`src/rtl/serial_pkg.sv`:
```
// Shared constants for the serial frame format and control block.
// Assumes a 32-bit AXI4-Lite register bus with one word per register.
package serial_pkg;
   // Register byte offsets on the bus
   localparam int unsigned ADDR_W = 5;
   localparam logic [4:0] OFF_FRAME = 5'h00;
   localparam logic [4:0] OFF_CTRL = 5'h04;
   localparam logic [4:0] OFF_TXBUF = 5'h08;
   localparam logic [4:0] OFF_FLAGS = 5'h0c;
   localparam logic [4:0] OFF_RXBUF = 5'h10;
   // Values after reset and after a low-power clear
   localparam logic [7:0] RST_FRAME = 8'h00;
   localparam logic [7:0] RST_CTRL = 8'h00;
   localparam logic [7:0] RST_TXBUF = 8'hff;
   localparam logic [7:0] RST_RXBUF = 8'h00;
   // Frame format register fields
   localparam int unsigned FMT_SYNC = 7;
   localparam int unsigned FMT_CHR = 6;
   localparam int unsigned FMT_PE = 5;
   localparam int unsigned FMT_PM = 4;
   localparam int unsigned FMT_STOP = 3;
   localparam int unsigned FMT_MP = 2;
   // Serial control register fields
   localparam int unsigned CTL_TIE = 7;
   localparam int unsigned CTL_RIE = 6;
   localparam int unsigned CTL_TE = 5;
   localparam int unsigned CTL_RE = 4;
   localparam int unsigned CTL_TX_END_IRQ_ENABLE = 2;
   // Flags register fields
   localparam int unsigned FLG_TBE = 7;
   localparam int unsigned FLG_RBF = 6;
   localparam int unsigned FLG_OVR = 5;
   localparam int unsigned FLG_FER = 4;
   localparam int unsigned FLG_PER = 3;
   localparam int unsigned FLG_TEND = 2;
   // Prescaler select codes and divider terminal counts
   localparam logic [1:0] PS_SYS = 2'h0;
   localparam logic [1:0] PS_SUB = 2'h1;
   localparam logic [1:0] PS_DIV16 = 2'h2;
   localparam logic [1:0] PS_DIV64 = 2'h3;
   localparam logic [5:0] PS16_LAST = 6'h0f;
   localparam logic [5:0] PS64_LAST = 6'h3f;
   // Character lengths
   localparam logic [3:0] LEN8 = 4'h8;
   localparam logic [3:0] LEN7 = 4'h7;
   localparam logic [3:0] LEN5 = 4'h5;
   // Bus responses
   localparam logic [1:0] RESP_OKAY = 2'h0;
   localparam logic [1:0] RESP_SLVERR = 2'h2;
   // Prescaler ticks per serial bit (bit-rate divider stands outside)
   localparam int unsigned BIT_TICKS_DEF = 4;
   typedef enum logic {TX_IDLE, TX_SHIFT} tx_state_e;
   typedef enum logic [1:0] {RX_IDLE, RX_START, RX_DATA} rx_state_e;
endpackage

```
`src/rtl/bit_sync.sv`:
```
// Two-stage synchroniser for levels arriving from outside the clock domain.
// Assumes the input is a slow level; only the second stage is read.
`timescale 1ns/1ns
module bit_sync (
   input wire logic sys_clk_in,
   input wire logic rst_b_in,
   input wire logic d_in,
   output logic q_out
);
   logic meta; // First stage, read only by the second
   // Plain double flop, cleared to low at reset
   always_ff @(posedge sys_clk_in or negedge rst_b_in) begin
      if (!rst_b_in) begin
         meta <= 1'b0;
         q_out <= 1'b0;
      end else begin
         meta <= d_in;
         q_out <= meta;
      end
   end
endmodule

```
`src/rtl/serial_frame_ctrl.sv`:
```
// Serial port with frame format control, transmit/receive shifters and
// interrupt request outputs, reached over an AXI4-Lite slave port.
// Assumes one 10 MHz clock; the bit-rate divider sits outside (BIT_TICKS).
`timescale 1ns/1ns
//  Contract
// - Async: char select 0=8 bits, 1=7; sync 8
// - Seven-bit characters drop buffer bit 7
// - Parity plus multiproc gives five-bit characters
// - Async parity enable adds and checks parity
// - Even parity: total ones count even
// - Odd parity: total ones count odd
// - Stop select: one or two stops; sync none
// - Receiver checks only the first stop bit
// - Multiproc mode only affects async frames
// - Prescaler: clock, subclock, clock/16, clock/64
// - Subclock halved in active, full in sub
// - Control register always accessible, cleared low-power
// - Control register eight bits, fixed field order
// - Transmit-empty request when buffer empty flagged
// - Transmit-empty request drops with flag/enable
// - Receive enable gates full and error requests; code gates them with CTL_RIE, not CTL_RE
// - Receive-full request drops with flag/enable
// - Mode bit: 0 async at reset, 1 sync
// - No shifter load while buffer empty
module serial_frame_ctrl #(
   parameter int unsigned BIT_TICKS = serial_pkg::BIT_TICKS_DEF
) (
   input wire logic sys_clk_in,
   input wire logic rst_b_in,
   input wire logic awvalid_in,
   output logic awready_out,
   input wire logic [serial_pkg::ADDR_W-1:0] awaddr_in,
   input wire logic wvalid_in,
   output logic wready_out,
   input wire logic [31:0] wdata_in,
   input wire logic [3:0] wstrb_in,
   output logic bvalid_out,
   input wire logic bready_in,
   output logic [1:0] bresp_out,
   input wire logic arvalid_in,
   output logic arready_out,
   input wire logic [serial_pkg::ADDR_W-1:0] araddr_in,
   output logic rvalid_out,
   input wire logic rready_in,
   output logic [31:0] rdata_out,
   output logic [1:0] rresp_out,
   input wire logic rxd_in,
   output logic txd_out,
   output logic sck_out,
   input wire logic sub_clk_in,
   input wire logic sub_mode_in,
   input wire logic low_power_clear_in,
   output logic tx_empty_irq_out,
   output logic rx_full_irq_out,
   output logic rx_error_irq_out,
   output logic tx_end_irq_out
);
   import serial_pkg::*;

   localparam logic [7:0] TICK_LAST = 8'(BIT_TICKS - 1); // Last tick of a bit
   localparam logic [7:0] TICK_HALF = 8'(BIT_TICKS / 2 - 1); // Mid-bit tick

   // Pin inputs pass two flops first
   logic rxd_s, sub_s;
   bit_sync u_rxd_sync (.sys_clk_in(sys_clk_in), .rst_b_in(rst_b_in),
      .d_in(rxd_in), .q_out(rxd_s));
   bit_sync u_sub_sync (.sys_clk_in(sys_clk_in), .rst_b_in(rst_b_in),
      .d_in(sub_clk_in), .q_out(sub_s));

   // Register state
   logic [7:0] frame, ctrl, txbuf, rxbuf;
   logic tbe, rbf, ovr, framing_error_flag, parity_error_flag, tend;
   logic [7:0] next_frame, next_ctrl, next_txbuf, next_rxbuf;
   logic next_tbe, next_rbf, next_ovr, next_fer, next_per, next_tend;

   // Decoded frame format
   logic sync_mode, par_on, mpb_on, par_bit;
   logic [3:0] dlen, tx_len, rx_nbits;
   logic [7:0] dmask;
   always_comb begin
      sync_mode = frame[FMT_SYNC];
      if (sync_mode) dlen = LEN8;
      else if (frame[FMT_PE] && frame[FMT_MP]) dlen = LEN5;
      else if (frame[FMT_CHR]) dlen = LEN7;
      else dlen = LEN8;
      // Multiproc bit only exists in async frames; sync ignores it
      par_on = !sync_mode && frame[FMT_PE];
      mpb_on = !sync_mode && frame[FMT_MP] && !frame[FMT_PE];
      dmask = 8'hff >> (4'h8 - dlen);
      par_bit = (^(txbuf & dmask)) ^ frame[FMT_PM];
      if (sync_mode) tx_len = LEN8;
      else tx_len = 4'h2 + dlen + {3'h0, par_on | mpb_on} + {3'h0, frame[FMT_STOP]};
      // Only the first stop bit is sampled
      rx_nbits = sync_mode ? LEN8 : dlen + {3'h0, par_on | mpb_on} + 4'h1;
   end

   // Builds the outgoing frame, LSB first, idle ones filling the top
   function automatic logic [11:0] frame_of(input logic [7:0] d, input logic [3:0] dl,
         input logic sy, input logic pon, input logic pb, input logic mon);
      logic [11:0] v;
      v = 12'hfff; // Stop bits are the ones left above
      if (sy) begin
         v[7:0] = d;
      end else begin
         v[0] = 1'b0;
         for (int i = 0; i < 8; i++) begin
            if (4'(i) < dl) v[i+1] = d[i];
         end
         if (pon) v[4'(dl + 4'h1)] = pb;
         else if (mon) v[4'(dl + 4'h1)] = 1'b0;
      end
      return v;
   endfunction

   // Prescaler: picks the tick that clocks the bit counters
   logic [5:0] ps_cnt, next_ps_cnt;
   logic sub_prev, sub_half, next_sub_half, pre_tick, sub_rise;
   always_comb begin
      sub_rise = sub_s && !sub_prev;
      next_ps_cnt = ps_cnt + 6'h1;
      next_sub_half = sub_rise ? !sub_half : sub_half;
      case (frame[1:0])
         PS_SYS: pre_tick = 1'b1;
         // Active mode takes every second subclock edge
         PS_SUB: pre_tick = sub_rise && (sub_mode_in || sub_half);
         PS_DIV16: pre_tick = (ps_cnt[3:0] == PS16_LAST[3:0]);
         PS_DIV64: pre_tick = (ps_cnt == PS64_LAST);
         default: pre_tick = 1'b0;
      endcase
   end
   always_ff @(posedge sys_clk_in or negedge rst_b_in) begin
      if (!rst_b_in) begin
         ps_cnt <= 6'h0;
         sub_prev <= 1'b0;
         sub_half <= 1'b0;
      end else begin
         ps_cnt <= next_ps_cnt;
         sub_prev <= sub_s;
         sub_half <= next_sub_half;
      end
   end

   // Transmitter
   tx_state_e tx_state, next_tx_state;
   logic [11:0] tx_sh, next_tx_sh;
   logic [3:0] tx_cnt, next_tx_cnt;
   logic [7:0] tx_tick, next_tx_tick;
   logic tx_load, next_txd, next_sck;
   always_comb begin
      next_tx_state = tx_state;
      next_tx_sh = tx_sh;
      next_tx_cnt = tx_cnt;
      next_tx_tick = tx_tick;
      // Loading needs fresh data; an empty buffer holds the shifter
      tx_load = (tx_state == TX_IDLE) && ctrl[CTL_TE] && !tbe && !low_power_clear_in;
      if (low_power_clear_in || !ctrl[CTL_TE]) begin
         next_tx_state = TX_IDLE;
      end else if (tx_load) begin
         next_tx_state = TX_SHIFT;
         next_tx_sh = frame_of(txbuf & dmask, dlen, sync_mode, par_on, par_bit, mpb_on);
         next_tx_cnt = tx_len;
         next_tx_tick = 8'h0;
      end else if (tx_state == TX_SHIFT && pre_tick) begin
         next_tx_tick = tx_tick + 8'h1;
         if (tx_tick == TICK_LAST) begin
            next_tx_tick = 8'h0;
            next_tx_sh = {1'b1, tx_sh[11:1]};
            next_tx_cnt = tx_cnt - 4'h1;
            if (tx_cnt == 4'h1) next_tx_state = TX_IDLE;
         end
      end
      next_txd = (next_tx_state == TX_SHIFT) ? next_tx_sh[0] : 1'b1;
      // Sync clock goes low for the first half of each bit
      next_sck = !(next_tx_state == TX_SHIFT && sync_mode && next_tx_tick <= TICK_HALF);
   end
   always_ff @(posedge sys_clk_in or negedge rst_b_in) begin
      if (!rst_b_in) begin
         tx_state <= TX_IDLE;
         tx_sh <= 12'hfff;
         tx_cnt <= 4'h0;
         tx_tick <= 8'h0;
         txd_out <= 1'b1;
         sck_out <= 1'b1;
      end else begin
         tx_state <= next_tx_state;
         tx_sh <= next_tx_sh;
         tx_cnt <= next_tx_cnt;
         tx_tick <= next_tx_tick;
         txd_out <= next_txd;
         sck_out <= next_sck;
      end
   end

   // Receiver: async samples mid-bit, sync samples at each bit end
   rx_state_e rx_state, next_rx_state;
   logic [9:0] rx_sh, next_rx_sh, rx_all;
   logic [3:0] rx_cnt, next_rx_cnt;
   logic [7:0] rx_tick, next_rx_tick, rx_word;
   logic rx_done, rx_ferr, rx_perr;
   always_comb begin
      next_rx_state = rx_state;
      next_rx_sh = rx_sh;
      next_rx_cnt = rx_cnt;
      next_rx_tick = rx_tick;
      rx_done = 1'b0;
      rx_all = {rxd_s, rx_sh[9:1]} >> (4'ha - rx_nbits);
      rx_word = rx_all[7:0] & dmask;
      rx_ferr = !sync_mode && !rx_all[4'(rx_nbits - 4'h1)];
      rx_perr = par_on && ((^rx_word) ^ rx_all[dlen]) != frame[FMT_PM];
      if (low_power_clear_in || !ctrl[CTL_RE]) begin
         next_rx_state = RX_IDLE;
      end else begin
         case (rx_state)
            RX_IDLE: begin
               next_rx_tick = 8'h0;
               next_rx_cnt = rx_nbits;
               if (sync_mode) next_rx_state = RX_DATA;
               else if (!rxd_s) next_rx_state = RX_START;
            end
            RX_START: if (pre_tick) begin
               next_rx_tick = rx_tick + 8'h1;
               if (rx_tick == TICK_HALF) begin
                  // A start bit gone high by mid-bit was noise
                  next_rx_state = rxd_s ? RX_IDLE : RX_DATA;
                  next_rx_tick = 8'h0;
               end
            end
            RX_DATA: if (pre_tick) begin
               next_rx_tick = rx_tick + 8'h1;
               if (rx_tick == TICK_LAST) begin
                  next_rx_tick = 8'h0;
                  next_rx_sh = {rxd_s, rx_sh[9:1]};
                  next_rx_cnt = rx_cnt - 4'h1;
                  if (rx_cnt == 4'h1) begin
                     rx_done = 1'b1;
                     next_rx_state = RX_IDLE;
                  end
               end
            end
            default: next_rx_state = RX_IDLE;
         endcase
      end
   end
   always_ff @(posedge sys_clk_in or negedge rst_b_in) begin
      if (!rst_b_in) begin
         rx_state <= RX_IDLE;
         rx_sh <= 10'h0;
         rx_cnt <= 4'h0;
         rx_tick <= 8'h0;
      end else begin
         rx_state <= next_rx_state;
         rx_sh <= next_rx_sh;
         rx_cnt <= next_rx_cnt;
         rx_tick <= next_rx_tick;
      end
   end

   // AXI4-Lite slave: address and data latch in either order
   logic aw_held, w_held, next_aw_held, next_w_held, wr_fire, next_bvalid;
   logic [4:0] aw_addr, next_aw_addr;
   logic [7:0] w_byte, next_w_byte;
   logic w_lane0, next_w_lane0, next_rvalid;
   logic [1:0] next_bresp, next_rresp;
   logic [31:0] next_rdata;
   always_comb begin
      awready_out = !aw_held && !bvalid_out;
      wready_out = !w_held && !bvalid_out;
      arready_out = !rvalid_out;
      next_aw_held = aw_held || (awvalid_in && awready_out);
      next_aw_addr = (awvalid_in && awready_out) ? awaddr_in : aw_addr;
      next_w_held = w_held || (wvalid_in && wready_out);
      next_w_byte = (wvalid_in && wready_out) ? wdata_in[7:0] : w_byte;
      next_w_lane0 = (wvalid_in && wready_out) ? wstrb_in[0] : w_lane0;
      wr_fire = aw_held && w_held && !bvalid_out;
      next_bvalid = bvalid_out ? !bready_in : wr_fire;
      next_bresp = bresp_out;
      if (wr_fire) begin
         next_aw_held = 1'b0;
         next_w_held = 1'b0;
         next_bresp = (aw_addr > OFF_RXBUF || aw_addr[1:0] != 2'h0) ? RESP_SLVERR : RESP_OKAY;
      end
      next_rvalid = rvalid_out ? !rready_in : arvalid_in;
      next_rdata = rdata_out;
      next_rresp = rresp_out;
      if (arvalid_in && arready_out) begin
         next_rdata = 32'h0;
         next_rresp = RESP_OKAY;
         case (araddr_in)
            OFF_FRAME: next_rdata[7:0] = frame;
            OFF_CTRL: next_rdata[7:0] = ctrl;
            OFF_TXBUF: next_rdata[7:0] = txbuf;
            OFF_FLAGS: next_rdata[7:0] = {tbe, rbf, ovr, framing_error_flag, parity_error_flag, tend, 2'h0};
            OFF_RXBUF: next_rdata[7:0] = rxbuf;
            default: next_rresp = RESP_SLVERR;
         endcase
      end
   end
   always_ff @(posedge sys_clk_in or negedge rst_b_in) begin
      if (!rst_b_in) begin
         aw_held <= 1'b0;
         w_held <= 1'b0;
         aw_addr <= 5'h0;
         w_byte <= 8'h0;
         w_lane0 <= 1'b0;
         bvalid_out <= 1'b0;
         bresp_out <= RESP_OKAY;
         rvalid_out <= 1'b0;
         rdata_out <= 32'h0;
         rresp_out <= RESP_OKAY;
      end else begin
         aw_held <= next_aw_held;
         w_held <= next_w_held;
         aw_addr <= next_aw_addr;
         w_byte <= next_w_byte;
         w_lane0 <= next_w_lane0;
         bvalid_out <= next_bvalid;
         bresp_out <= next_bresp;
         rvalid_out <= next_rvalid;
         rdata_out <= next_rdata;
         rresp_out <= next_rresp;
      end
   end

   // Registers and flags; hardware sets win over software clears
   logic wr_en;
   always_comb begin
      wr_en = wr_fire && w_lane0;
      next_frame = (wr_en && aw_addr == OFF_FRAME) ? w_byte : frame;
      next_ctrl = (wr_en && aw_addr == OFF_CTRL) ? w_byte : ctrl;
      next_txbuf = (wr_en && aw_addr == OFF_TXBUF) ? w_byte : txbuf;
      next_tbe = tbe && !(wr_en && aw_addr == OFF_TXBUF);
      next_tend = tend && !(wr_en && aw_addr == OFF_TXBUF);
      next_rbf = rbf;
      next_ovr = ovr;
      next_fer = framing_error_flag;
      next_per = parity_error_flag;
      next_rxbuf = rxbuf;
      if (wr_en && aw_addr == OFF_FLAGS) begin
         // Flags other than TEND clear on a written zero; ones leave them alone
         next_tbe = next_tbe && w_byte[FLG_TBE];
         next_rbf = rbf && w_byte[FLG_RBF];
         next_ovr = ovr && w_byte[FLG_OVR];
         next_fer = framing_error_flag && w_byte[FLG_FER];
         next_per = parity_error_flag && w_byte[FLG_PER];
      end
      if (tx_load || !ctrl[CTL_TE]) next_tbe = 1'b1;
      // Held off by a buffer write or load, so fresh data really clears it
      if (tx_state == TX_IDLE && tbe && next_tbe) next_tend = 1'b1;
      if (rx_done) begin
         if (rbf) begin
            next_ovr = 1'b1; // Old byte kept, new one lost
         end else begin
            next_rbf = 1'b1;
            next_rxbuf = rx_word;
            if (rx_ferr) next_fer = 1'b1;
            if (rx_perr) next_per = 1'b1;
         end
      end
      if (low_power_clear_in) begin
         next_frame = RST_FRAME;
         next_ctrl = RST_CTRL;
         next_txbuf = RST_TXBUF;
         next_rxbuf = RST_RXBUF;
         next_tbe = 1'b1;
         next_tend = 1'b1;
         next_rbf = 1'b0;
         next_ovr = 1'b0;
         next_fer = 1'b0;
         next_per = 1'b0;
      end
   end
   always_ff @(posedge sys_clk_in or negedge rst_b_in) begin
      if (!rst_b_in) begin
         frame <= RST_FRAME;
         ctrl <= RST_CTRL;
         txbuf <= RST_TXBUF;
         rxbuf <= RST_RXBUF;
         tbe <= 1'b1;
         tend <= 1'b1;
         rbf <= 1'b0;
         ovr <= 1'b0;
         framing_error_flag <= 1'b0;
         parity_error_flag <= 1'b0;
      end else begin
         frame <= next_frame;
         ctrl <= next_ctrl;
         txbuf <= next_txbuf;
         rxbuf <= next_rxbuf;
         tbe <= next_tbe;
         tend <= next_tend;
         rbf <= next_rbf;
         ovr <= next_ovr;
         framing_error_flag <= next_fer;
         parity_error_flag <= next_per;
      end
   end

   // Requests follow flag and enable, so clearing either drops them
   assign tx_empty_irq_out = ctrl[CTL_TIE] && tbe;
   assign rx_full_irq_out = ctrl[CTL_RIE] && rbf;
   assign rx_error_irq_out = ctrl[CTL_RIE] && (ovr || framing_error_flag || parity_error_flag);
   assign tx_end_irq_out = ctrl[CTL_TX_END_IRQ_ENABLE] && tend;
endmodule

```
`config.mk`:
```
export PLATFORM = sky130hd
export DESIGN_NAME = serial_frame_ctrl
export DESIGN_NICKNAME = d
export VERILOG_FILES = /design/src/rtl/serial_pkg.sv /design/src/rtl/bit_sync.sv /design/src/rtl/serial_frame_ctrl.sv
export SDC_FILE = /design/constraint.sdc
export NUM_CORES = 1
export LEC_CHECK = 0
export BUFFER_PORTS_ARGS = -buffer_cell sky130_fd_sc_hd__buf_2
export CELL_PAD_IN_SITES_DETAIL_PLACEMENT = 0
export CELL_PAD_IN_SITES_GLOBAL_PLACEMENT = 1
export CORE_ASPECT_RATIO = 0.8
export CORE_UTILIZATION = 45
export CTS_CLUSTER_DIAMETER = 100
export CTS_CLUSTER_SIZE = 40
export DETAILED_ROUTE_END_ITERATION = 8
export PLACE_DENSITY_LB_ADDON = 0.1
export SKIP_LAST_GASP = 1
export SYNTH_ARGS = -nofsm -noshare
export SYNTH_HDL_FRONTEND = slang
export SYNTH_SLANG_ARGS = --single-unit
```
`constraint.sdc`:
```
create_clock -name sys_clk_in -period 5.6 [get_ports sys_clk_in]
set_input_delay 0.84 -clock sys_clk_in [delete_from_list [all_inputs] [get_ports sys_clk_in]]
set_output_delay 0.84 -clock sys_clk_in [all_outputs]
set_load 0.005 [all_outputs]
```
==> results by group, run 1 <==
Outcome
  – Status: finished, final reports clean

Clock tree
  – Post-CTS Hold Buffers: 0
  – Root Driver: clkbuf_16
  – Post-CTS setup buffer count: 0
  – Total CTS buffers: 17
  – Htree depth: 4
  – Clock transition at path regs: 60 ps
  – Clock latency on the worst-skew pair: 430 ps
  – Longest Clk Path Bufs: 2
  – # resized after CTS: 0
  – # clock sinks: roughly 130
  – TritonCTS clock tree: built

Floorplan
  – Die ar.: 17800 µm²
  – Die width: about 150 µm
  – Die Ht: 119 µm
  – # rows: 42
  – Core ar.: 16700 µm²
  – Starting density of the core: 0.464
  – Ports: between 100 and 150

Timing
  – Relative slew slack: 0.334
  – # setup viols final: 0
  – Final Hold Vio Count: 0
  – Actual slew at the worst max-slew pin: 991 ps
  – Final period util: 0.835
  – Fmax: between 0.2 and 0.25 GHz
  – Clock skew: 11.3 ps
  – Fin crit period: around 4700 ps
  – Slew Limit Fails: 0
  – RSZ-0062 raised after global routing: no
  – Setup TNS: 0 ps

Critical path
  – FF-to-FF setup slack: 930 ps
  – CP bufs+invs: 3
  – Type of the worst setup path: flop to flop
  – Crit-path max FO: 15
  – Crit-path slowest cell: dfrtp_1
  – Reg-to-Reg End: parity_error_flag$_DFF_PN0_
  – Crit-path leading delay family: simple AND/OR/NAND/NOR gates
  – CP endpoint kind: flop
  – Worst path required time: 5930 ps
  – Critical R2R Launch: frame[5]$_DFFE_PN0P_
  – Critical path launch point type: flop
  – CP peak stage delay: 670 ps
  – Reg2Reg Depth: 17
  – Cell Chain, Critical Path: nor2_1 -> nor2_1 -> inv_1 -> ha_1 -> or2_1 -> buf_4 -> inv_2 -> ha_1 -> nor3_1 -> and2_1 -> nor2_2 -> mux2_2 -> xnor3_1 -> a21o_1 -> a21oi_2 -> xnor2_1 -> o31ai_2
  – Crit path DAT: 5000 ps

Synthesis
  – Avg Cell Area, Syn: about 9.5 µm²
  – Compound-cell area share of the yosys netlist: 0.148
  – EDFF count, synth: 0
  – Simple-Gate Fraction of Synth Area: 0.196
  – Post-synthesis cell type count: 70
  – Post-Syn Instances: 819
  – Top_reg_cell synth: dfrtp_1
  – Post-synthesis adder-cell area fraction: 0.0413
  – Share of async-settable or async-resettable flops after synthesis: 1.00
  – Largest family of logic cells by synthesized area: simple AND/OR/NAND/NOR gates
  – Largest area contributor in the netlist: dfrtp_1
  – Synthesized cell area: 7760 µm²
  – Yosys top cell area share: 0.335
  – Largest cells by area after synthesis: dfrtp_1, dfstp_2, mux2_2
  – Sequential area share after synthesis: 0.417
  – Post-Synth XOR/XNOR Area: 0.0385
  – Yosys reg bits: 128
  – YS warnings: 0
  – Post-synthesis mux area share: 0.102

Layout
  – Utilization after layout: 0.519
  – Final cell count without fillers: 1090
  – Fin nets: 939
  – Layout cells sized above 1: 0.185
  – Most common cell after layout, fill and taps aside: dfrtp_1
  – # diodes: 0
  – Area delta synth->final: 11.8%
  – Commonest non-fill, non-tap cells in the layout: dfrtp_1, nand2_1, nor2_1

Detailed routing
  – WL final: 19800 µm
  – DRC viols: 0
  – Vias per cell: around 5.7
  – WL/cell: 18.2 µm
  – Initial drt markers: 399
  – Initial DRT Pass Iterations: 5
  – Vias: 6257
  – Number of routed nets with antenna violations: 0

Global route
  – First-pass GRT wire length: 32400 µm
  – Antenna violations before repair: 0
  – Vias in the first global route: 5983
  – Gr ovfl total: 0
  – Largest net degree at the start of global routing: 65
  – Global Route Usage Sum: 0.239

Power and ir drop
  – Maximum vdd drop: 0.236 mV
  – Switching share of power: 0.282
  – Logic pwr share: 0.144
  – Sw Pwr: about 730 µW
  – Clock power frac: 0.424
  – Cell Pwr Density: 299 nW/µm²
  – Leakage power: 4.04 nW
  – Int Pwr: 1.86 mW
  – Sequential share of power: 0.431

Flow run
  – Max-cap violations: 0

Worst hold path
  – Worst hold path type: primary input to asynchronous set/reset pin

Placed design
  – RD Place Congestion: a little under 0.9
  – Inst Count DP: 1058
  – Hpwl dp: 14500 µm
  – Buffers on Ports: 50
==> state kept, by name (all words and copies together), names as in the netlist, 2 cells and up <==
register	count
rxbuf	8
tx_sh	12
ctrl	8
rx_state	2
rx_sh	9
frame	8
aw_addr	5
tx_tick	8
w_byte	8
ps_cnt	6
rx_tick	8
txbuf	8
rx_cnt	4
tx_cnt	4
rdata_out	8
==> synthesized netlist by cell type (7+ instances only) <==
library cell,instances
dfrtp_1,104
nand2_1,83
nor2_1,63
o21ai_0,52
mux2i_1,34
a21oi_1,33
clkbuf_1,32
mux2_2,31
nand3_1,30
buf_4,26
dfstp_2,24
ha_1,24
inv_1,21
nand3b_1,17
nor2b_1,17
xnor2_1,17
nor3_1,16
xor2_1,12
and2_1,11
and3_1,11
a221oi_1,10
o21ai_1,9
o31ai_1,9
a22o_1,8
a22oi_1,8
nand2b_1,8
nand4_1,8
a221o_1,7
a31oi_1,7
o211ai_1,7
or3_1,7
==> stage by stage <==
stage / setup slack (ps) / hold slack (ps) / instance area (µm²) / power (mW)
detailed placement: 1010 / 342 / 8090 / 1.50
finish: 927 / 228 / 8680 / 2.59
global placement: 1100 / 333 / 8090 / 1.49
floorplan: 949 / 331 / 7850 / 1.38
CTS: 978 / 219 / 8680 / 2.62
global route: 587 / 218 / 8680 / 2.72
==> worst reg2reg max path, cell delays in order, from the launching register on <==
cell and delay [ps]:
dfrtp_1 670, nor2_1 220, nor2_1 230, inv_1 110, ha_1 350, or2_1 230
buf_4 190, inv_2 180, ha_1 340, nor3_1 110, and2_1 240, nor2_2 260
mux2_2 430, xnor3_1 390, a21o_1 180, a21oi_2 140, xnor2_1 90, o31ai_2 210
==> how the worst max path moves through the flow <==
stage                                     from                     endpoint  slack [ps]  depth (start not counted)
final                     frame[5]$_DFFE_PN0P_  parity_error_flag$_DFF_PN0_         930                         17
after global placement    frame[5]$_DFFE_PN0P_  parity_error_flag$_DFF_PN0_        1100                         17
after CTS                 frame[5]$_DFFE_PN0P_  parity_error_flag$_DFF_PN0_         980                         17
after global routing      frame[7]$_DFFE_PN0P_  parity_error_flag$_DFF_PN0_         590                         13
after floorplan           frame[2]$_DFFE_PN0P_  parity_error_flag$_DFF_PN0_         950                         18
after detailed placement  frame[5]$_DFFE_PN0P_  parity_error_flag$_DFF_PN0_        1010                         17
==> metal layers <==
| layer | wire length (µm) | GRT usage | vias to the layer above |
|---|---|---|---|
| met5 | 0 | 0 | - |
| met4 | 251 | 0.0733 | 0 |
| met3 | 1120 | 0.0429 | 17 |
| met2 | 8460 | 0.348 | 177 |
| met1 | 9990 | 0.358 | 3094 |
| li1 | - | - | 2969 |
==> cells by family after synthesis <==
family	Yosys count
compound gates	177
other cells	1
flops	128
mux	70
xor+xnor	31
buf+inv	87
simple gates	300
fa+ha+maj	25
==> power groups by stage <==
| stage | clock, mW | sequential, mW | combinational, mW |
|---|---|---|---|
| after detailed placement | 0 | 1.13 | 0.374 |
| final | 1.10 | 1.12 | 0.374 |
| after CTS | 1.13 | 1.12 | 0.376 |
| after global routing | 1.17 | 1.13 | 0.419 |
| after global placement | 0 | 1.13 | 0.362 |
| after floorplan | 0 | 1.10 | 0.283 |
==> final cells by class <==
cell class              instances  area (µm²)
fillers                      1534        8030
multi-input cells             629        4180
flip-flops and latches        128        3230
clock buffers                  20         447
repair buffers                 59         320
well taps                     220         275
clock inverters                12         136
inverters                      22        82.6
Note: power is estimated with default switching activity, not from simulation.
==> inputs of run 2 (changes only) <==
--- a/config.mk
+++ b/config.mk
@@ -9,7 +9,7 @@
 export CELL_PAD_IN_SITES_DETAIL_PLACEMENT = 0
 export CELL_PAD_IN_SITES_GLOBAL_PLACEMENT = 1
 export CORE_ASPECT_RATIO = 0.8
-export CORE_UTILIZATION = 45
+export CORE_UTILIZATION = 41
 export CTS_CLUSTER_DIAMETER = 100
 export CTS_CLUSTER_SIZE = 40
 export DETAILED_ROUTE_END_ITERATION = 8
==> constraint.sdc (replaced) <==
create_clock -name sys_clk_in -period 4.2 [get_ports sys_clk_in]
set_input_delay 0.63 -clock sys_clk_in [delete_from_list [all_inputs] [get_ports sys_clk_in]]
set_output_delay 0.63 -clock sys_clk_in [all_outputs]
set_load 0.005 [all_outputs]
==> run 2 against run 1 <==
Net effect:
- highest routed layer unchanged
- hold slack better by 69 ps
- sequential power is 33% higher
- non-clock buffer count is 21 higher
==> results by group, run 2 (synthesis results as in run 1) <==
Detailed routing
  – Number of routed nets with antenna violations: 0 (unchanged)
  – Vias: 6349 (+1.5%)
  – DRC viols: 0 (unchanged)
  – Vias per cell: 5.55 (-3.3%)
  – WL final: 20600 µm (+3.9%)
  – WL/cell: 18.0 µm (-1.0%)
  – Initial drt markers: 412 (+3.3%)
  – Initial DRT Pass Iterations: 5 (unchanged)

Floorplan
  – Core ar.: 18300 µm² (+9.7%)
  – Die Ht: 125 µm (+4.7%)
  – Starting density of the core: 0.423 (-0.0411)
  – Die ar.: 19500 µm² (+9.6%)
  – Ports: 104 (unchanged)
  – # rows: 44 (+4.8%)
  – Die width: 156 µm (+4.7%)

Clock tree
  – Clock latency on the worst-skew pair: 420 ps (about the same)
  – Clock transition at path regs: 60 ps (about the same)
  – Post-CTS setup buffer count: 0 (unchanged)
  – # clock sinks: 128 (unchanged)
  – Post-CTS Hold Buffers: 0 (unchanged)
  – Root Driver: clkbuf_16
  – Htree depth: 4 (unchanged)
  – Longest Clk Path Bufs: 2 (unchanged)
  – Total CTS buffers: 17 (unchanged)
  – TritonCTS clock tree: built

Timing
  – # setup viols final: 0 (unchanged)
  – Fin crit period: 4010 ps (-662 ps)
  – Final Hold Vio Count: 0 (unchanged)
  – Setup TNS: 0 ps (unchanged)
  – Slew Limit Fails: 0 (unchanged)
  – Clock skew: 6.45 ps (-4.87 ps)
  – Final period util: 0.955 (+0.121)
  – Fmax: 0.249 GHz (+16%)
  – Relative slew slack: 0.443 (+0.109)
  – Actual slew at the worst max-slew pin: 836 ps (-155 ps)

Power and ir drop
  – Sw Pwr: 1.01 mW (+38%)
  – Logic pwr share: 0.142 (-0.002)
  – Leakage power: 4.17 nW (+3.4%)
  – Clock power frac: 0.453 (+0.029)
  – Cell Pwr Density: 410 nW/µm² (+37%)
  – Switching share of power: 0.274 (-0.00754)
  – Sequential share of power: 0.406 (-0.025)
  – Int Pwr: 2.67 mW (+44%)
  – Maximum vdd drop: 0.229 mV (-3.0%)

Critical path
  – Crit path DAT: 4340 ps (-660 ps)
  – Worst path required time: 4530 ps (-1400 ps)
  – Critical path launch point type: flop
  – Type of the worst setup path: flop to flop
  – CP peak stage delay: 520 ps (-150 ps)
  – Crit-path max FO: 7 (-8)
  – Crit-path slowest cell: dfrtp_1
  – Cell Chain, Critical Path: nor2_1 -> inv_1 -> ha_1 -> or2_1 -> inv_2 -> ha_2 -> nor3_1 -> and2_1 -> nor2_2 -> mux2_2 -> xnor3_1 -> a21o_1 -> a21oi_2 -> xnor2_1 -> o31ai_2
  – CP endpoint kind: flop

Global route
  – Vias in the first global route: 6109 (+2.1%)
  – Antenna violations before repair: 0 (unchanged)
  – Gr ovfl total: 0 (unchanged)
  – Global Route Usage Sum: 0.222 (-0.0171)
  – First-pass GRT wire length: 33500 µm (+3.6%)
  – Largest net degree at the start of global routing: 66 (+1.5%)

Layout
  – Area delta synth->final: 15.8%
  – Largest Register: tx_sh
  – Final cell count without fillers: 1144 (+5.0%)
  – Max reg flops: 12 (unchanged)
  – Layout cells sized above 1: 0.212 (+0.0271)
  – Commonest non-fill, non-tap cells in the layout: dfrtp_1, nand2_1, nor2_1
  – Most common cell after layout, fill and taps aside: dfrtp_1
  – Largest regs: tx_sh x12, rx_sh x9
  – # diodes: 0 (unchanged)
  – Fin nets: 960 (+2.2%)

Outcome
  – Status: finished, final reports clean

Flow run
  – Max-cap violations: 0 (unchanged)

Placed design
  – Hpwl dp: 15200 µm (+5.2%)
  – Buffers on Ports: 50 (unchanged)
  – RD Place Congestion: 0.894 (+3.4%)
  – Inst Count DP: 1112 (+5.1%)

Worst hold path
  – Worst hold path type: primary input to asynchronous set/reset pin
==> run 2: changes by cell type in the layout (fill, tap and decap cells not counted), moves of 2 or more <==
cell / change
bufinv_16: +3
ha_2: +2
clkinv_2: -2
ha_1: -2
buf_4: +20
inv_6: +4
clkinvlp_4: -2
==> run 2: final cells by class <==
class                   count  area (µm²)
inverters                  22        82.6
repair buffers             80         490
clock buffers              18         429
fillers                  1736        9350
flip-flops and latches    128        3230
well taps                 253         317
clock inverters            14         228
multi-input cells         629        4200
==> run 2: routing by layer <==
metal  vias to the layer above  wire [µm]  track usage
li1                       3019          -            -
met1                      3118      10300        0.330
met2                       194       8710        0.319
met3                        18       1360       0.0568
met4                         0        216       0.0542
met5                         -          0            0
==> run 2: final timing paths <==
kind | start | endpoint | slack (ps) | cells after the start
min in group sys_clk_in | sub_clk_in | u_sub_sync.meta$_DFF_PN0_ | 310 | 1
max reg2reg | frame[7]$_DFFE_PN0P_ | parity_error_flag$_DFF_PN0_ | 190 | 15
min reg2reg | u_sub_sync.meta$_DFF_PN0_ | u_sub_sync.q_out$_DFF_PN0_ | 350 | 0
min | rst_b_in | sub_prev$_DFF_PN0_ | 300 | 1
max | frame[7]$_DFFE_PN0P_ | parity_error_flag$_DFF_PN0_ | 190 | 15
max in group asynchronous | rst_b_in | tx_sh[11]$_DFFE_PN1P_ | 3030 | 2
==> run 2: power groups by stage <==
| stage | sequential (mW) | combinational (mW) | clock, mW |
|---|---|---|---|
| floorplan | 1.46 | 0.377 | 0 |
| global placement | 1.51 | 0.505 | 0 |
| detailed placement | 1.51 | 0.524 | 0 |
| CTS | 1.49 | 0.525 | 1.70 |
| global route | 1.51 | 0.586 | 1.75 |
| finish | 1.49 | 0.522 | 1.67 |
==> run 2: worst max-delay path, delay by kind of cell (launching register included) <==
kind | cells | cell delay [ps]
AND/OR/NAND/NOR | 5 | 1130
adder cells (fa/ha/maj) | 2 | 600
AO/OA/AOI/OAI | 3 | 550
flip-flops | 1 | 520
XOR/XNOR | 2 | 500
multiplexers | 1 | 430
buffers and inverters | 2 | 200
==> run 2: what timing repair did <==
action,4_1_cts,5_1_grt
hold endpoints to repair,0,0
resized for setup,0,6
endpoints found under the setup margin,0,1
==> run 2: metrics by stage <==
step	power, mW	utilization	hold WS, ps	instance area, µm²	worst slack [ps]
floorplan	1.84	-	331	7860	100
global placement	2.01	0.453	334	8310	213
detailed placement	2.03	0.453	336	8310	84.6
CTS	3.71	0.489	297	8960	35.8
global route	3.85	0.490	297	8980	-8.45
finish	3.68	0.490	297	8980	188
==> inputs of run 3 (changes only) <==
--- a/config.mk
+++ b/config.mk
@@ -6,13 +6,15 @@
 export NUM_CORES = 1
 export LEC_CHECK = 0
 export BUFFER_PORTS_ARGS = -buffer_cell sky130_fd_sc_hd__buf_2
-export CELL_PAD_IN_SITES_DETAIL_PLACEMENT = 0
+export CAP_MARGIN = 20
+export CELL_PAD_IN_SITES_DETAIL_PLACEMENT = 1
 export CELL_PAD_IN_SITES_GLOBAL_PLACEMENT = 1
 export CORE_ASPECT_RATIO = 0.8
 export CORE_UTILIZATION = 41
 export CTS_CLUSTER_DIAMETER = 100
 export CTS_CLUSTER_SIZE = 40
 export DETAILED_ROUTE_END_ITERATION = 8
+export GPL_ROUTABILITY_DRIVEN = 0
 export PLACE_DENSITY_LB_ADDON = 0.1
 export SKIP_LAST_GASP = 1
 export SYNTH_ARGS = -nofsm -noshare
==> run 3 against run 2 <==
Net effect:
- routed wire length rose by 9.3%
- via count increased by 1.7%
- critical path depth unchanged
- sequential power about the same
- cell count unchanged
- global-route usage is 2.2 points higher
- largest power group unchanged
- sequential cell count unchanged
- hold slack got worse by 3.4 ps
- power shrank 3.1%
- clock power is 8% lower
- combinational power rose by 2%
==> results by group, run 3 (synthesis results as in run 1) <==
Detailed routing
  – Top layer in use: met4
  – Met1 WL: 11200 µm (+8.8%)
  – Initial drt markers: 415 (+0.73%)
  – Met3 routed WL: 1010 µm (-26%)
  – WL/cell: 19.7 µm (+9.3%)
  – Vias per cell: 5.64 (+1.7%)
  – Number of routed nets with antenna violations: 0 (unchanged)
  – Metal2 WL: 10100 µm (+16%)
  – WL final: 22500 µm (+9.3%)
  – Initial DRT Pass Iterations: 4 (-1)
  – Vias: 6454 (+1.7%)
  – DRC viols: 0 (unchanged)

Layout
  – Seq. cell area: 3230 µm² (about the same)
  – Fin nets: 960 (unchanged)
  – Utilization after layout: 0.488 (-0.00184)
  – Layout cells sized above 1: 0.212 (unchanged)
  – Max reg flops: 12 (unchanged)
  – Area delta synth->final: 15.3%
  – Largest Register: tx_sh
  – Fill cells: 2105 (+21%)
  – Commonest non-fill, non-tap cells in the layout: dfrtp_1, nand2_1, nor2_1
  – Post-route cell area: 8950 µm² (-0.38%)
  – # diodes: 0 (unchanged)
  – Most common cell after layout, fill and taps aside: dfrtp_1
  – Footprint of the multi-input gates: 4220 µm² (+0.36%)
  – Final cell count without fillers: 1144 (unchanged)
  – Largest regs: tx_sh x12, rx_sh x9

Critical path
  – Critical path launch point type: flop
  – CP bufs+invs: 2 (unchanged)
  – Worst path required time: 4530 ps (about the same)
  – FF-to-FF setup slack: 240 ps (+50 ps)
  – Crit-path leading delay family: simple AND/OR/NAND/NOR gates
  – Cell Chain, Critical Path: nor2_1 -> inv_1 -> ha_1 -> or2_1 -> inv_2 -> ha_2 -> nor3_1 -> and2_1 -> or4_4 -> a31oi_2 -> xnor3_1 -> a21o_1 -> a21oi_2 -> xnor2_1 -> o31ai_2
  – Type of the worst setup path: flop to flop
  – CP endpoint kind: flop
  – Crit-path slowest cell: dfrtp_1
  – Crit path DAT: 4290 ps (-50 ps)
  – CP peak stage delay: 520 ps (about the same)
  – Crit-path max FO: 7 (unchanged)

Placed design
  – Hpwl dp: 16600 µm (+9.3%)
  – Pre-CTS WS: 82.1 ps (-2.42 ps)
  – Buffers on Ports: 50 (unchanged)
  – Inst Count DP: 1112 (unchanged)
  – Post-DP Area: 8310 µm² (unchanged)

Floorplan
  – Ports: 104 (unchanged)
  – Die Ht: 125 µm (unchanged)
  – Starting density of the core: 0.423 (unchanged)
  – Core ar.: 18300 µm² (unchanged)
  – Die ar.: 19500 µm² (unchanged)
  – # rows: 44 (unchanged)
  – Die width: 156 µm (unchanged)

Timing
  – Fin crit period: 3960 ps (-49.5 ps)
  – Fmax: 0.252 GHz (+1.2%)
  – Slew Limit Fails: 0 (unchanged)
  – Final period util: 0.943 (-0.0118)
  – Relative slew slack: 0.413 (-0.0296)
  – Clock skew: 10.0 ps (+3.57 ps)
  – Final WS setup: 238 ps (+49.5 ps)
  – Actual slew at the worst max-slew pin: 880 ps (+44.3 ps)
  – Final hold slack: 294 ps (-3.39 ps)
  – Final Hold Vio Count: 0 (unchanged)
  – # setup viols final: 0 (unchanged)

Clock tree
  – Htree depth: 4 (unchanged)
  – Root Driver: clkbuf_16
  – TritonCTS clock tree: built
  – Total CTS buffers: 17 (unchanged)
  – # clock sinks: 128 (unchanged)
  – Longest Clk Path Bufs: 2 (unchanged)
  – Post-CTS setup buffer count: 0 (unchanged)
  – Clock transition at path regs: 60 ps (about the same)
  – Clock latency on the worst-skew pair: 420 ps (about the same)

Global route
  – Largest net degree at the start of global routing: 67 (+1.5%)
  – First-pass GRT wire length: 37200 µm (+11%)
  – Vias in the first global route: 6618 (+8.3%)
  – Antenna violations before repair: 0 (unchanged)
  – Gr ovfl total: 0 (unchanged)
  – Global Route Usage Sum: 0.244 (+0.0223)

Power and ir drop
  – Cell Pwr Density: 399 nW/µm² (-2.7%)
  – Maximum vdd drop: 0.226 mV (-1.1%)
  – Leakage power: 4.16 nW (-0.32%)

Flow run
  – Max-cap violations: 0 (unchanged)

Worst hold path
  – Worst hold path type: primary input to asynchronous set/reset pin

Outcome
  – Status: finished, final reports clean
-- run 3: final timing paths --
path	from	end	cells past startpoint
max	frame[7]$_DFFE_PN0P_	parity_error_flag$_DFF_PN0_	15
min	rst_b_in	sub_prev$_DFF_PN0_	1
max reg2reg	frame[7]$_DFFE_PN0P_	parity_error_flag$_DFF_PN0_	15
min reg2reg	u_sub_sync.meta$_DFF_PN0_	u_sub_sync.q_out$_DFF_PN0_	0
max in group asynchronous	rst_b_in	tx_sh[10]$_DFFE_PN1P_	2
min in group sys_clk_in	rxd_in	u_rxd_sync.meta$_DFF_PN0_	1
-- run 3: repair_timing --
item,CTS,global route
resized for setup,0,7
hold buffers,0,0
setup endpoints to repair,0,1
-- run 3: layout make-up --
| class | count | area share |
|---|---|---|
| Clock buffer | 17 | 0.0475 |
| Timing Repair Buffer | 80 | 0.0548 |
| Sequential cell | 128 | 0.361 |
| Clock inverter | 15 | 0.0206 |
| Inverter | 22 | 0.00923 |
| Tap cell | 253 | 0.0354 |
| Multi-Input combinational cell | 629 | 0.471 |
-- run 3: where the power goes --
| part | switching, mW | internal (mW) |
|---|---|---|
| clock | 0.601 | 0.940 |
| combinational | 0.281 | 0.250 |
| sequential | 0.139 | 1.36 |
-- run 3: routing by layer --
layer / up-vias / GRT usage
li1: 3024 / -
met1: 3261 / 0.363
met4: 0 / 0.0582
met5: - / 0
met3: 13 / 0.0426
met2: 156 / 0.367
-- run 3: per-stage QoR --
| step | setup TNS [ps] | power [mW] |
|---|---|---|
| floorplan | 0 | 1.84 |
| global placement | 0 | 2.01 |
| detailed placement | 0 | 2.04 |
| CTS | 0 | 3.60 |
| global route | -0.376 | 3.74 |
| finish | 0 | 3.57 |
